--- src/hw/this_timer_defines.svh ---
`ifndef THIS_TIMER_DEFINES_SVH
`define THIS_TIMER_DEFINES_SVH
`define CTRL_OFFSET 12'h000
`define COUNT_LOW_OFFSET 12'h004
`define COUNT_HIGH_OFFSET 12'h008
`define STATUS_OFFSET 12'h00c
`define CTRL_RESET 8'h00
`define BIT_WIDE 7
`define BIT_TBS_HI 6
`define BIT_PS_HI 5
`define BIT_PS_LO 4
`define BIT_TBS_LO 3
`define BIT_SYNC_BYP 2
`define BIT_SRC 1
`define BIT_RUN 0
`define INSTR_DIV 4
`endif

--- src/hw/this_timer_pkg.sv ---
`default_nettype none
package this_timer_pkg;
	typedef struct packed {
		logic wide_access_mode;
		logic timebase_select_high;
		logic prescale_select_high;
		logic prescale_select_low;
		logic timebase_select_low;
		logic ext_clock_sync_bypass;
		logic count_source_select;
		logic counter_run;
	} third_timer_control_t;
	typedef struct packed {
		logic [31:0] prdata;
		logic pready;
		logic pslverr;
	} apb_resp_t;
	typedef enum logic [2:0] {
		ext_wait_fall = 3'b001,
		ext_armed = 3'b010,
		ext_off = 3'b100
	} ext_state_t;
endpackage : this_timer_pkg
`default_nettype wire

--- src/hw/this_timer.sv ---
// Chosen here: the register offsets and the APB interface to the registers.
`include "this_timer_defines.svh"
`default_nettype none
module this_timer
	import this_timer_pkg::*;
#(
	parameter int COUNT_WIDTH = 16
) (
	input wire logic mclk,
	input wire logic rstn,
	input wire logic psel,
	input wire logic penable,
	input wire logic pwrite,
	input wire logic [11:0] paddr,
	input wire logic [31:0] pwdata,
	output logic [31:0] prdata,
	output logic pready,
	output logic pslverr,
	input wire logic ext_count_clock_pin,
	input wire logic companion_osc_enable,
	input wire logic companion_osc_clock,
	input wire logic special_event_trigger,
	input wire logic [1:0] port_c_direction,
	input wire logic [1:0] port_c_pin_in,
	output logic [1:0] port_c_pin_dir,
	output logic [1:0] port_c_pin_read,
	output logic [1:0] timebase_select,
	output logic overflow_event
);
	third_timer_control_t ctrl_r;
	logic [COUNT_WIDTH-1:0] count_r;
	logic [7:0] high_buf_r;
	logic ovf_flag_r;
	logic [1:0] div_r;
	logic [2:0] pre_r;
	logic ext_s1_r;
	logic ext_s2_r;
	logic ext_prev_r;
	ext_state_t ext_state_r;
	ext_state_t ext_state_nxt;
	apb_resp_t resp_r;
	apb_resp_t resp_nxt;

	wire setup = psel && !penable;
	wire wr_en = setup && pwrite;
	wire rd_en = setup && !pwrite;
	wire hit_ctrl = paddr == `CTRL_OFFSET;
	wire hit_low = paddr == `COUNT_LOW_OFFSET;
	wire hit_high = paddr == `COUNT_HIGH_OFFSET;
	wire hit_stat = paddr == `STATUS_OFFSET;
	wire hit_any = hit_ctrl || hit_low || hit_high || hit_stat;

	// Source clock: oscillator replaces pin when enabled
	wire ext_raw = companion_osc_enable ? companion_osc_clock : ext_count_clock_pin;
	// Bypass reads the raw level; synchronised path adds two flops
	wire ext_lvl = ctrl_r.ext_clock_sync_bypass ? ext_raw : ext_s2_r;
	wire ext_rise = ext_lvl && !ext_prev_r;
	wire ext_fall = !ext_lvl && ext_prev_r;
	wire int_tick = div_r == 2'(`INSTR_DIV - 1);
	wire src_ext = ctrl_r.count_source_select;
	// Sync bit only matters on the external path
	wire src_tick = src_ext ? (ext_rise && ext_state_r == ext_armed) : int_tick;
	wire [1:0] ps = {ctrl_r.prescale_select_high, ctrl_r.prescale_select_low};
	wire [2:0] pre_mask = ps == 2'b00 ? 3'b000 : ps == 2'b01 ? 3'b001 :
		ps == 2'b10 ? 3'b011 : 3'b111;
	wire pre_done = (pre_r & pre_mask) == pre_mask;
	wire cnt_tick = ctrl_r.counter_run && src_tick && pre_done;
	wire roll = cnt_tick && (&count_r);

	// Byte lanes of the count
	wire [7:0] cnt_lo = count_r[7:0];
	wire [7:0] cnt_hi = count_r[COUNT_WIDTH-1:8];
	// Wide mode: high read from buffer latched at low read
	wire [7:0] rd_high = ctrl_r.wide_access_mode ? high_buf_r : cnt_hi;
	wire [31:0] rd_mux = hit_ctrl ? {24'h000000, ctrl_r} :
		hit_low ? {24'h000000, cnt_lo} :
		hit_high ? {24'h000000, rd_high} :
		hit_stat ? {31'h00000000, ovf_flag_r} : 32'h00000000;
	wire stat_clr = wr_en && hit_stat && pwdata[0];

	always_comb begin
		resp_nxt = '0;
		if (rd_en) begin
			resp_nxt.prdata = rd_mux;
		end
		resp_nxt.pready = setup;
		resp_nxt.pslverr = setup && !hit_any;
	end

	always_comb begin
		ext_state_nxt = ext_state_r;
		case (ext_state_r)
			ext_off: begin
				if (src_ext) begin
					ext_state_nxt = ext_wait_fall;
				end
			end
			ext_wait_fall: begin
				if (!src_ext) begin
					ext_state_nxt = ext_off;
				end else if (ext_fall) begin
					ext_state_nxt = ext_armed;
				end
			end
			ext_armed: begin
				if (!src_ext) begin
					ext_state_nxt = ext_off;
				end
			end
			default: begin
				ext_state_nxt = ext_off;
			end
		endcase
	end

	always_ff @(posedge mclk or negedge rstn) begin
		if (!rstn) begin
			resp_r <= '0;
		end else begin
			resp_r <= resp_nxt;
		end
	end

	always_ff @(posedge mclk or negedge rstn) begin
		if (!rstn) begin
			ext_state_r <= ext_off;
		end else begin
			ext_state_r <= ext_state_nxt;
		end
	end

	// Only the second stage feeds the edge logic
	always_ff @(posedge mclk or negedge rstn) begin
		if (!rstn) begin
			ext_s1_r <= 1'b0;
			ext_s2_r <= 1'b0;
		end else begin
			ext_s1_r <= ext_raw;
			ext_s2_r <= ext_s1_r;
		end
	end

	// Resets low like an idle pin, so no false edge after reset
	always_ff @(posedge mclk or negedge rstn) begin
		if (!rstn) begin
			ext_prev_r <= 1'b0;
		end else begin
			ext_prev_r <= ext_lvl;
		end
	end

	always_ff @(posedge mclk or negedge rstn) begin
		if (!rstn) begin
			div_r <= 2'h0;
		end else begin
			div_r <= div_r + 2'h1;
		end
	end

	always_ff @(posedge mclk or negedge rstn) begin
		if (!rstn) begin
			ctrl_r <= third_timer_control_t'(`CTRL_RESET);
		end else if (wr_en && hit_ctrl) begin
			ctrl_r <= third_timer_control_t'(pwdata[7:0]);
		end
	end

	// Prescaler restarts on any control or count write
	always_ff @(posedge mclk or negedge rstn) begin
		if (!rstn) begin
			pre_r <= 3'h0;
		end else if (wr_en && (hit_ctrl || hit_low || hit_high)) begin
			pre_r <= 3'h0;
		end else if (ctrl_r.counter_run && src_tick) begin
			pre_r <= pre_done ? 3'h0 : pre_r + 3'h1;
		end
	end

	// Trigger beats software writes and counting
	always_ff @(posedge mclk or negedge rstn) begin
		if (!rstn) begin
			count_r <= '0;
		end else if (special_event_trigger) begin
			count_r <= '0;
		end else if (wr_en && hit_low) begin
			// Wide write commits buffered high with the low byte
			if (ctrl_r.wide_access_mode) begin
				count_r <= {high_buf_r, pwdata[7:0]};
			end else begin
				count_r[7:0] <= pwdata[7:0];
			end
		end else if (wr_en && hit_high && !ctrl_r.wide_access_mode) begin
			count_r[COUNT_WIDTH-1:8] <= pwdata[7:0];
		end else if (cnt_tick) begin
			count_r <= count_r + 1'b1;
		end
	end

	// Shared buffer: loaded by low read, or by high write in either mode
	always_ff @(posedge mclk or negedge rstn) begin
		if (!rstn) begin
			high_buf_r <= 8'h00;
		end else if (wr_en && hit_high) begin
			high_buf_r <= pwdata[7:0];
		end else if (rd_en && hit_low) begin
			high_buf_r <= cnt_hi;
		end
	end

	// Set wins over a clear in the same cycle
	always_ff @(posedge mclk or negedge rstn) begin
		if (!rstn) begin
			ovf_flag_r <= 1'b0;
		end else begin
			ovf_flag_r <= roll || (ovf_flag_r && !stat_clr);
		end
	end

	always_ff @(posedge mclk or negedge rstn) begin
		if (!rstn) begin
			overflow_event <= 1'b0;
		end else begin
			overflow_event <= roll;
		end
	end

	always_ff @(posedge mclk or negedge rstn) begin
		if (!rstn) begin
			port_c_pin_dir <= 2'h0;
		end else begin
			port_c_pin_dir <= companion_osc_enable ? 2'h3 : port_c_direction;
		end
	end

	always_ff @(posedge mclk or negedge rstn) begin
		if (!rstn) begin
			port_c_pin_read <= 2'h0;
		end else begin
			port_c_pin_read <= companion_osc_enable ? 2'h0 : port_c_pin_in;
		end
	end

	always_ff @(posedge mclk or negedge rstn) begin
		if (!rstn) begin
			timebase_select <= 2'h0;
		end else begin
			timebase_select <= {ctrl_r.timebase_select_high, ctrl_r.timebase_select_low};
		end
	end

	assign prdata = resp_r.prdata;
	assign pready = resp_r.pready;
	assign pslverr = resp_r.pslverr;
endmodule : this_timer
`default_nettype wire

--- config.mk ---
export PLATFORM = sky130hd
export DESIGN_NAME = this_timer
export DESIGN_NICKNAME = d
export VERILOG_FILES = /design/src/hw/this_timer_pkg.sv /design/src/hw/this_timer.sv
export VERILOG_INCLUDE_DIRS = /design/src /design/src/hw
export SDC_FILE = /design/constraint.sdc
export NUM_CORES = 1
export LEC_CHECK = 0
export ABC_AREA = 1
export BUFFER_PORTS_ARGS = -buffer_cell sky130_fd_sc_hd__buf_2
export CAP_MARGIN = 30
export CORE_AREA = 2 2 63 124
export DETAILED_ROUTE_END_ITERATION = 10
export DIE_AREA = 0 0 65 126
export PLACE_DENSITY = 0.75
export SETUP_SLACK_MARGIN = 0.5
export SYNTH_ARGS = -nofsm -noshare
export SYNTH_HDL_FRONTEND = slang
export SYNTH_SLANG_ARGS = --single-unit
--- constraint.sdc ---
create_clock -name mclk -period 1.7 [get_ports mclk]
set_input_delay 0.085 -clock mclk [delete_from_list [all_inputs] [get_ports mclk]]
set_output_delay 0.085 -clock mclk [all_outputs]
set_load 0.01 [all_outputs]
Yosys cells after proc, flatten, opt, wreduce, memory -nomap -nowiden --
Index checks and enable logic that the tools add are counted.
Word-level totals: bits in registers 61, input port bits 57, output and inout bits 41, logic and storage cells 111
Cells by class: $add $sub $neg 3, equal/unequal tests 14, multiplexer cells 29, bitwise gates (word level) 1, reductions and logical operators 39
Operator list (number):
- 8-bit 2-to-1 mux | 9
- 16-bit 2-to-1 mux | 3
- 3-bit 2-to-1 mux | 10
- 12-bit by 4-bit == test with 1-bit output (second input constant) | 2
- 1-bit logical AND | 19
- 16-bit by 1-bit adder with 16-bit output (second input constant) | 1
- 16-bit AND reduction | 1
- 12-bit by 3-bit == test with 1-bit output (second input constant) | 1
- 12-bit logical NOT | 1
- 3-bit one-hot mux with 3 select lines | 1
- 1-bit logical NOT | 7
- 3-bit != test (second input constant) | 2
- 2-bit == test (second input constant) | 2
- 1-bit logical OR | 4
- 1-bit 2-to-1 mux | 4
- 2-bit 2-to-1 mux | 2
- 2-bit != test (second input constant) | 2
- 2-bit nonzero test | 2
- 4-bit nonzero test | 1
- 3-bit by 1-bit adder with 3-bit output (second input constant) | 1
- 3-bit bitwise AND | 1
- 3-bit by 1-bit == test with 1-bit output (second input constant) | 1
- 3-bit by 2-bit == test with 1-bit output (second input constant) | 1
- 3-bit == test | 1
- 7 further kinds | 7

Depth between registers and ports, before layout --
Gate-level depths: netlist of run 1.
depth after elaboration 11, depth in mapped cells 11, mapped depth without buffers 11

Worst setup path before layout of run 1 --
Ideal clock, no wire load.
path type register to register, from reg count_r[0], to reg count_r[10], library setup time 0.118 ns, arrival time 1.423 ns, required time 1.582 ns, slack 0.159 ns, stages on the path, launching flop included 11, period minus slack after synthesis 1.541 ns, path through dfrtp_1 > ha_1 > nand3_1 > nor2_1 > nand3_1 > nand2_1 > inv_1 > nand2_1 > nand3_1 > nand3b_1 > nand2_1
On the way: word-level cells in the longest chain between the ends 5
Ends and longest elaborated chain:
- from (decl) | line this_timer.sv:31 | logic [COUNT_WIDTH-1:0] count_r;
- from (signal assigned) | line this_timer.sv:188 | count_r <= {high_buf_r, pwdata[7:0]};
- from (signal assigned) | line this_timer.sv:190 | count_r[7:0] <= pwdata[7:0];
- from (signal, indexed assignment) | line this_timer.sv:193 | count_r[COUNT_WIDTH-1:8] <= pwdata[7:0];
- 16-bit by 1-bit adder with 16-bit output | line this_timer.sv:195 | count_r <= count_r + 1'b1;
- 16-bit 2-to-1 mux | line this_timer.sv:194 | end else if (cnt_tick) begin
- 8-bit 2-to-1 mux | line this_timer.sv:192 | end else if (wr_en && hit_high && !ctrl_r.wide_access_mode) begin
- 16-bit 2-to-1 mux | line this_timer.sv:185 | end else if (wr_en && hit_low) begin
- 16-bit 2-to-1 mux | line this_timer.sv:183 | end else if (special_event_trigger) begin
Every way passes these cells. The select of a mux whose other input is x is not followed. A chain may end at the register's enable or synchronous reset.

Worst setup path in the final report of run 1 --
from reg ext_state_r[0], to reg pre_r[2]
On the way: word-level cells in the longest chain between the ends 5
Ends and longest elaborated chain:
- from (decl) | line this_timer.sv:39 | ext_state_t ext_state_r;
- from (signal assigned) | line this_timer.sv:126 | ext_state_r <= ext_off;
- from (signal assigned) | line this_timer.sv:128 | ext_state_r <= ext_state_nxt;
- 3-bit by 2-bit == test with 1-bit output | line this_timer.sv:62 | wire src_tick = src_ext ? (ext_rise && ext_state_r == ext_armed) : int_tick;
- 1-bit logical AND | line this_timer.sv:62
- 1-bit 2-to-1 mux | line this_timer.sv:62
- 1-bit logical AND | line this_timer.sv:174 | end else if (ctrl_r.counter_run && src_tick) begin
- 2-bit nonzero test (no line)
- to (signal assigned) | line this_timer.sv:175 | pre_r <= pre_done ? 3'h0 : pre_r + 3'h1;
- to (decl) | line this_timer.sv:35 | logic [2:0] pre_r;
Every way passes these cells.

==> run metrics, run 1 <==
largest family of logic cells by synthesized area=simple AND/OR/NAND/NOR gates; CTS tree=built; Fmax=653 MHz; WP data required=roughly 2.0 ns; XOR/XNOR share of the synthesized area=0.00946; worst hold path class=in -> reg; CP Capture Type=flop; setup TNS=0 ns; cts bufs inserted=9; initial antenna violation count=0; crit path max fanout=4; drt first pass iters=5; Post-DRT Antenna Nets=0; num rows=between 40 and 50; Compound-Gate Fraction of Synth Area=0.115; global-route wire length before repair=18.7 mm; Port Buffers=49; drt via density=roughly 5.6; Post-Syn Area per Cell=roughly 7.3 um^2; Cell Area, Synth=~3700 um^2; Period minus WS final=about 1.5 ns; DP Area=4160 um^2; Power Dens Cells=approximately 800 nW/um^2; Yosys reg bits=61; Core ar.=7210 um^2; wire length per cell=between 15 and 20 um; synth warn=0; final WL=~12 mm; Max clock buf depth=2; Final period util=0.901; unrepaired setup endpoints after global routing=yes; DR vias=between 3,000 and 4,000; H-tree levels=3; number of synthesized flops with an enable pin=0; 1st-iter DRT viols=between 300 and 400; proportion of synthesized area in mux cells=0.0111; Post-Synth Simple-Gate Area=0.317; Synth Flop Type=dfrtp_1; VDD IR max=~480 uV; Mapped Cells=around 510; most common cell in the netlist=nand2_1; final hold vios=0; Startpoint Class=flop; Nets=~660; Post-synth ARST share=1.00; layout cells sized above 1=0.342; count of pins over their slew limit=0; Root Buffer=clkbuf_16; adder-cell share of the synthesized area=0.0101; leakage dissipation=~2.6 nW; register area share after synthesis=0.413; skew final=between 0.007 and 0.008 ns; top cells by area, synth=dfrtp_1, nand2_1, nand3_1; final setup violation count=0; area delta synth->final=37.4%; Max-Cap Viols=0; n_diodes=0; TritonCTS Sinks=61; Synth cell types=40; status=completed; grt total ovfl=0; clock transition at the registers of the reported paths=~0.050 ns; GPL Wtd Cong=slightly above 1; Clk Latency, worst-skew pair=about 0.34 ns; I/O Pins=98; dpl hpwl=~8.2 mm; WP data arrival=1.79 ns; post-synth top area share=0.405; Post-route DRC=0; Post-synth top cells=nand2_1, dfrtp_1, inv_1, nand3_1; full die area=roughly 8000 um^2; final instance area=5090 um^2; vias in the first global route=around 3,900; largest net degree at the start of global routing=62; die width=65 um; GRT Resource Usage Total=0.305; Reg2Reg Setup Slack=~0.17 ns; area leader, netlist=dfrtp_1; Die Y=about 130 um; critical path type=reg -> reg; Starting Density=0.514
-- kinds of logic (layout without fill, tap and decap cells) --
group / Yosys count / after routing
AOI/OAI and AO/OA: 78 / 78
xor gates and xnor gates: 4 / 4
adders and majority gates: 3 / 3
buffers and inverters: 93 / 170
DFF: 61 / 61
muxes: 3 / 3
other: 1 / 24
and+or+nand+nor: 264 / 265
-- worst max-delay path, stage by stage (launching register included) --
cell      delay [ns]
dfrtp_1         0.40
inv_2           0.09
nand3_4         0.09
nor2_4          0.09
nand3_2         0.10
buf_4           0.16
a21boi_4        0.21
nand2_2         0.08
nand2_1         0.06
nand3_1         0.08
nor2_1          0.11
-- path summary, 6_finish.rpt --
check | startpoint | end | depth (start not counted)
max in group asynchronous | rstn | ext_state_r[2]$_DFFE_PN1P_ | 3
worst max-delay path | ext_state_r[0]$_DFFE_PN0P_ | pre_r[2]$_DFFE_PN0P_ | 10
worst max register to register | ext_state_r[0]$_DFFE_PN0P_ | pre_r[2]$_DFFE_PN0P_ | 10
worst min register to register | ext_s1_r$_DFF_PN0_ | ext_s2_r$_DFF_PN0_ | 0
worst min-delay path | companion_osc_enable | port_c_pin_dir[0]$_DFF_PN0_ | 2
min in group asynchronous | rstn | count_r[10]$_DFFE_PN0P_ | 3
-- routing by layer --
metal,vias up,share of wire,global-route usage
met5,-,0,0
met4,0,0.075,0.232
met3,68,0.061,0.0732
met2,193,0.54,0.529
met1,1848,0.32,0.303
li1,1788,-,-
-- placed cells by master, fill, tap and decap left out, types with 10 or more instances in the layout --
cell type    n
nand2_1    120
dfrtp_1     50
buf_2       49
inv_1       46
nand3_1     39
o21ai_0     33
nor2_1      32
buf_4       29
conb_1      24
nand2_2     17
a21oi_1     12
inv_2       10
nor2_2      10
o21ai_1     10
nand3_2     10
dfrtp_2     10
-- area by class of cell --
cell class	count	area, um^2
Clock inverter	3	68.8
Sequential cell	61	1540
Inverter	59	231
Clock buffer	12	256
Tap cell	92	115
Multi-Input combinational cell	377	2200
Fill cell	584	2120
Timing Repair Buffer	96	681
-- where the power goes --
group | internal, W | switching, W | total (W)
Combinational | 0.000194 | 0.000302 | 0.000496
Sequential | 0.00150 | 0.0000556 | 0.00156
Clock | 0.00136 | 0.000656 | 0.00201
-- metrics by stage --
step           instances  hold slack [ns]  utilization  worst slack [ns]  power [W]
5_1_grt              700           0.0363        0.706            0.0871    0.00418
4_1_cts              693           0.0195        0.664             0.217    0.00399
2_1_floorplan        530           -0.211            -             0.337    0.00178
6_report             700           0.0241        0.706             0.168    0.00407
3_3_place_gp         655            0.115        0.577            0.0875    0.00189
3_5_place_dp         655            0.122        0.577            0.0450    0.00190
-- sequential cells by signal, summed over array words and instances (netlist names), 2 cells and up --
register / flops
prdata: 8
high_buf_r: 8
ctrl_r: 7
pre_r: 3
port_c_pin_dir: 2
div_r: 2
count_r: 16
port_c_pin_read: 2
ext_state_r: 3
timebase_select: 2
-- what timing repair did --
action                                 4_1_cts  5_1_grt
pin swaps                                   20       26
gates cloned                                 1        0
setup endpoints to repair                   31       39
gates resized for setup                     43       63
hold buffers                                 9        0
endpoints found under the hold margin       65        0
setup buffers                               13        7
(Power assumes the default switching activity.)
==> inputs of run 2 (changes only) <==
--- a/config.mk
+++ b/config.mk
@@ -9,11 +9,12 @@
 export ABC_AREA = 1
 export BUFFER_PORTS_ARGS = -buffer_cell sky130_fd_sc_hd__buf_2
 export CAP_MARGIN = 30
-export CORE_AREA = 2 2 63 124
+export CORE_AREA = 2 2 66 130
 export DETAILED_ROUTE_END_ITERATION = 10
-export DIE_AREA = 0 0 65 126
-export PLACE_DENSITY = 0.75
+export DIE_AREA = 0 0 68 132
+export PLACE_DENSITY = 0.71
 export SETUP_SLACK_MARGIN = 0.5
+export SLEW_MARGIN = 20
 export SYNTH_ARGS = -nofsm -noshare
 export SYNTH_HDL_FRONTEND = slang
 export SYNTH_SLANG_ARGS = --single-unit
==> constraint.sdc (replaced) <==
create_clock -name mclk -period 1.2 [get_ports mclk]
set_input_delay 0.06 -clock mclk [delete_from_list [all_inputs] [get_ports mclk]]
set_output_delay 0.06 -clock mclk [all_outputs]
set_load 0.01 [all_outputs]
==> run metrics, run 2 (same netlist as run 1, synthesis figures left out) <==
unrepaired setup endpoints after global routing=yes; count of pins over their slew limit=0 (unchanged); Final period util=1.33 (+0.431); skew final=0.0107 ns (+0.00271 ns); 1st-iter DRT viols=450 (+17%); layout cells sized above 1=0.491 (+0.149); final WL=16.6 mm (+35%); global-route wire length before repair=22.8 mm (+22%); Max-Cap Viols=0 (unchanged); crit path max fanout=6 (+2); worst hold path class=in -> async; largest net degree at the start of global routing=26 (-58%); R2R Path Start=count_r[1]$_DFFE_PN0P_; H-tree levels=3 (unchanged); Max clock buf depth=2 (unchanged); violated checks=negative hold slack, negative setup slack; wire length per cell=20.9 um (+20%); num rows=46 (+4.5%); full die area=8980 um^2 (+9.6%); Buf+Inv Stages, Crit Path=1 (-1); worst setup path endpoint=count_r[10]$_DFFE_PN0P_; leakage dissipation=3.14 nW (+22%); worst flop-to-flop path endpoint=count_r[10]$_DFFE_PN0P_; initial antenna violation count=0 (unchanged); Fmax=626 MHz (-4.2%); FF-to-FF path depth=11 (+1); Clk Latency, worst-skew pair=0.35 ns (about the same); CP delay by family, top=simple AND/OR/NAND/NOR gates; slowest CP cell=dfrtp_1; Largest register FFs=16 (unchanged); Biggest register=count_r; clock transition at the registers of the reported paths=0.06 ns (about the same); Post-DRT Antenna Nets=0 (unchanged); Starting Density=0.466 (-0.0472); CP Capture Type=flop; fillers=493 (-16%); Period minus WS final=1.60 ns (+0.0666 ns); DR vias=4,605 (+18%); Reg2Reg Setup Slack=-0.40 ns (-0.57 ns); WP data required=1.49 ns (-0.47 ns); Port Buffers=49 (unchanged); CP peak stage delay=0.41 ns (about the same); CTS Hold Bufs=4 (-5); final setup violation count=31 (+31); CP Depth=11 (+1); area delta synth->final=67.0%; cts bufs inserted=9 (unchanged); GPL Wtd Cong=1.02 (-1.0%); Nets=751 (+13%); TritonCTS Sinks=61 (unchanged); drt first pass iters=8 (+3); VDD IR max=592 uV (+23%); critical path's most frequent cell=nand2_1; commonest non-fill, non-tap cells in the layout=nand2_1, buf_4, dfrtp_1, buf_6, buf_2; commonest non-fill, non-tap cell in the layout=nand2_1; Post-route DRC=0 (unchanged); I/O Pins=98 (unchanged); critical path type=reg -> reg; Startpoint Class=flop; status=finished, violations left; Power Dens Cells=916 nW/um^2 (+15%); grt total ovfl=0 (unchanged); Die Y=132 um (+4.8%); Core ar.=7940 um^2 (+10%); n_diodes=0 (unchanged); drt via density=5.81 (+4.4%); Root Buffer=clkbuf_16; die width=68 um (+4.6%); worst setup path startpoint=count_r[1]$_DFFE_PN0P_; CTS tree=built; final hold vios=31 (+31); dpl hpwl=10.0 mm (+22%); setup TNS=-7.11 ns (-7.11 ns); Setup WS post-layout=-0.398 ns (-0.567 ns); GRT Resource Usage Total=0.349 (+0.0438); worst hold slack=-0.344 ns (-0.368 ns); cells along the critical path=ha_4 -> nand3_4 -> nor2_4 -> nand2_1 -> nand2_1 -> nand2_1 -> inv_1 -> nand2_1 -> nand3_1 -> nand3b_1 -> nand2_1; WP data arrival=1.88 ns (+0.09 ns); vias in the first global route=4,472 (+15%)
==> run 2: cell types whose count changed in the layout (fill, tap and decap cells not counted), moves of 7 or more <==
cell and delta:
buf_2 -12, nand2_4 +8, o21ai_0 -20, nor2_4 +7, inv_1 -11, nand2_1 -10, buf_6 +42, buf_4 +58
o21ai_2 +12, o21ai_1 +8
==> run 2: timing repair <==
action / CTS / global route
gates resized for setup: 130 / 90
hold endpoints to repair: 17 / 13
setup endpoints to repair: 67 / 68
cloned: 0 / 1
pin swaps: 44 / 28
buffers inserted: 16 / 16
==> run 2: area by class of cell <==
class                   count  area, um^2  area share
clock buffers              10         239      0.0386
well taps                  96         120      0.0194
clock inverters             6        62.6      0.0101
inverters                  59         259      0.0419
repair buffers            183        1540       0.249
flip-flops and latches     61        1530       0.248
multi-input cells         377        2430       0.393
==> run 2: worst min-delay path by stage <==
stage | startpoint | endpoint | slack (ns) | cells past startpoint
floorplan | rstn | count_r[0]$_DFFE_PN0P_ | -0.24 | 0
global placement | rstn | port_c_pin_read[0]$_DFF_PN0_ | 0.02 | 1
detailed placement | rstn | port_c_pin_read[0]$_DFF_PN0_ | 0.03 | 1
CTS | rstn | ctrl_r[7]$_DFFE_PN0P_ | -0.33 | 1
global route | rstn | ctrl_r[7]$_DFFE_PN0P_ | -0.32 | 1
finish | rstn | ctrl_r[7]$_DFFE_PN0P_ | -0.34 | 1
==> run 2: per-stage QoR <==
step	setup WS, ns	std cells	utilization	cell area [um^2]	power, W
2_1_floorplan	-0.162	530	-	3950	0.00254
5_1_grt	-0.453	792	0.779	6180	0.00585
4_1_cts	-0.298	775	0.721	5730	0.00558
3_3_place_gp	-0.394	739	0.609	4840	0.00285
3_5_place_dp	-0.430	739	0.609	4840	0.00289
6_report	-0.398	792	0.779	6180	0.00567
==> run 2: routing by layer <==
layer,global-route usage,vias up,routed length [um]
li1,-,1973,-
met3,0.0675,137,1200
met1,0.319,2139,5020
met5,0,-,0
met4,0.302,0,1810
met2,0.610,356,8550
==> run 2: report_power, final <==
part | switching (W) | leakage, nW | total [W] | internal, W
logic | 0.000483 | 2.19 | 0.000841 | 0.000358
registers | 0.0000477 | 0.808 | 0.00217 | 0.00212
clock network | 0.00101 | 0.140 | 0.00266 | 0.00165
total | 0.00154 | 3.14 | 0.00567 | 0.00413
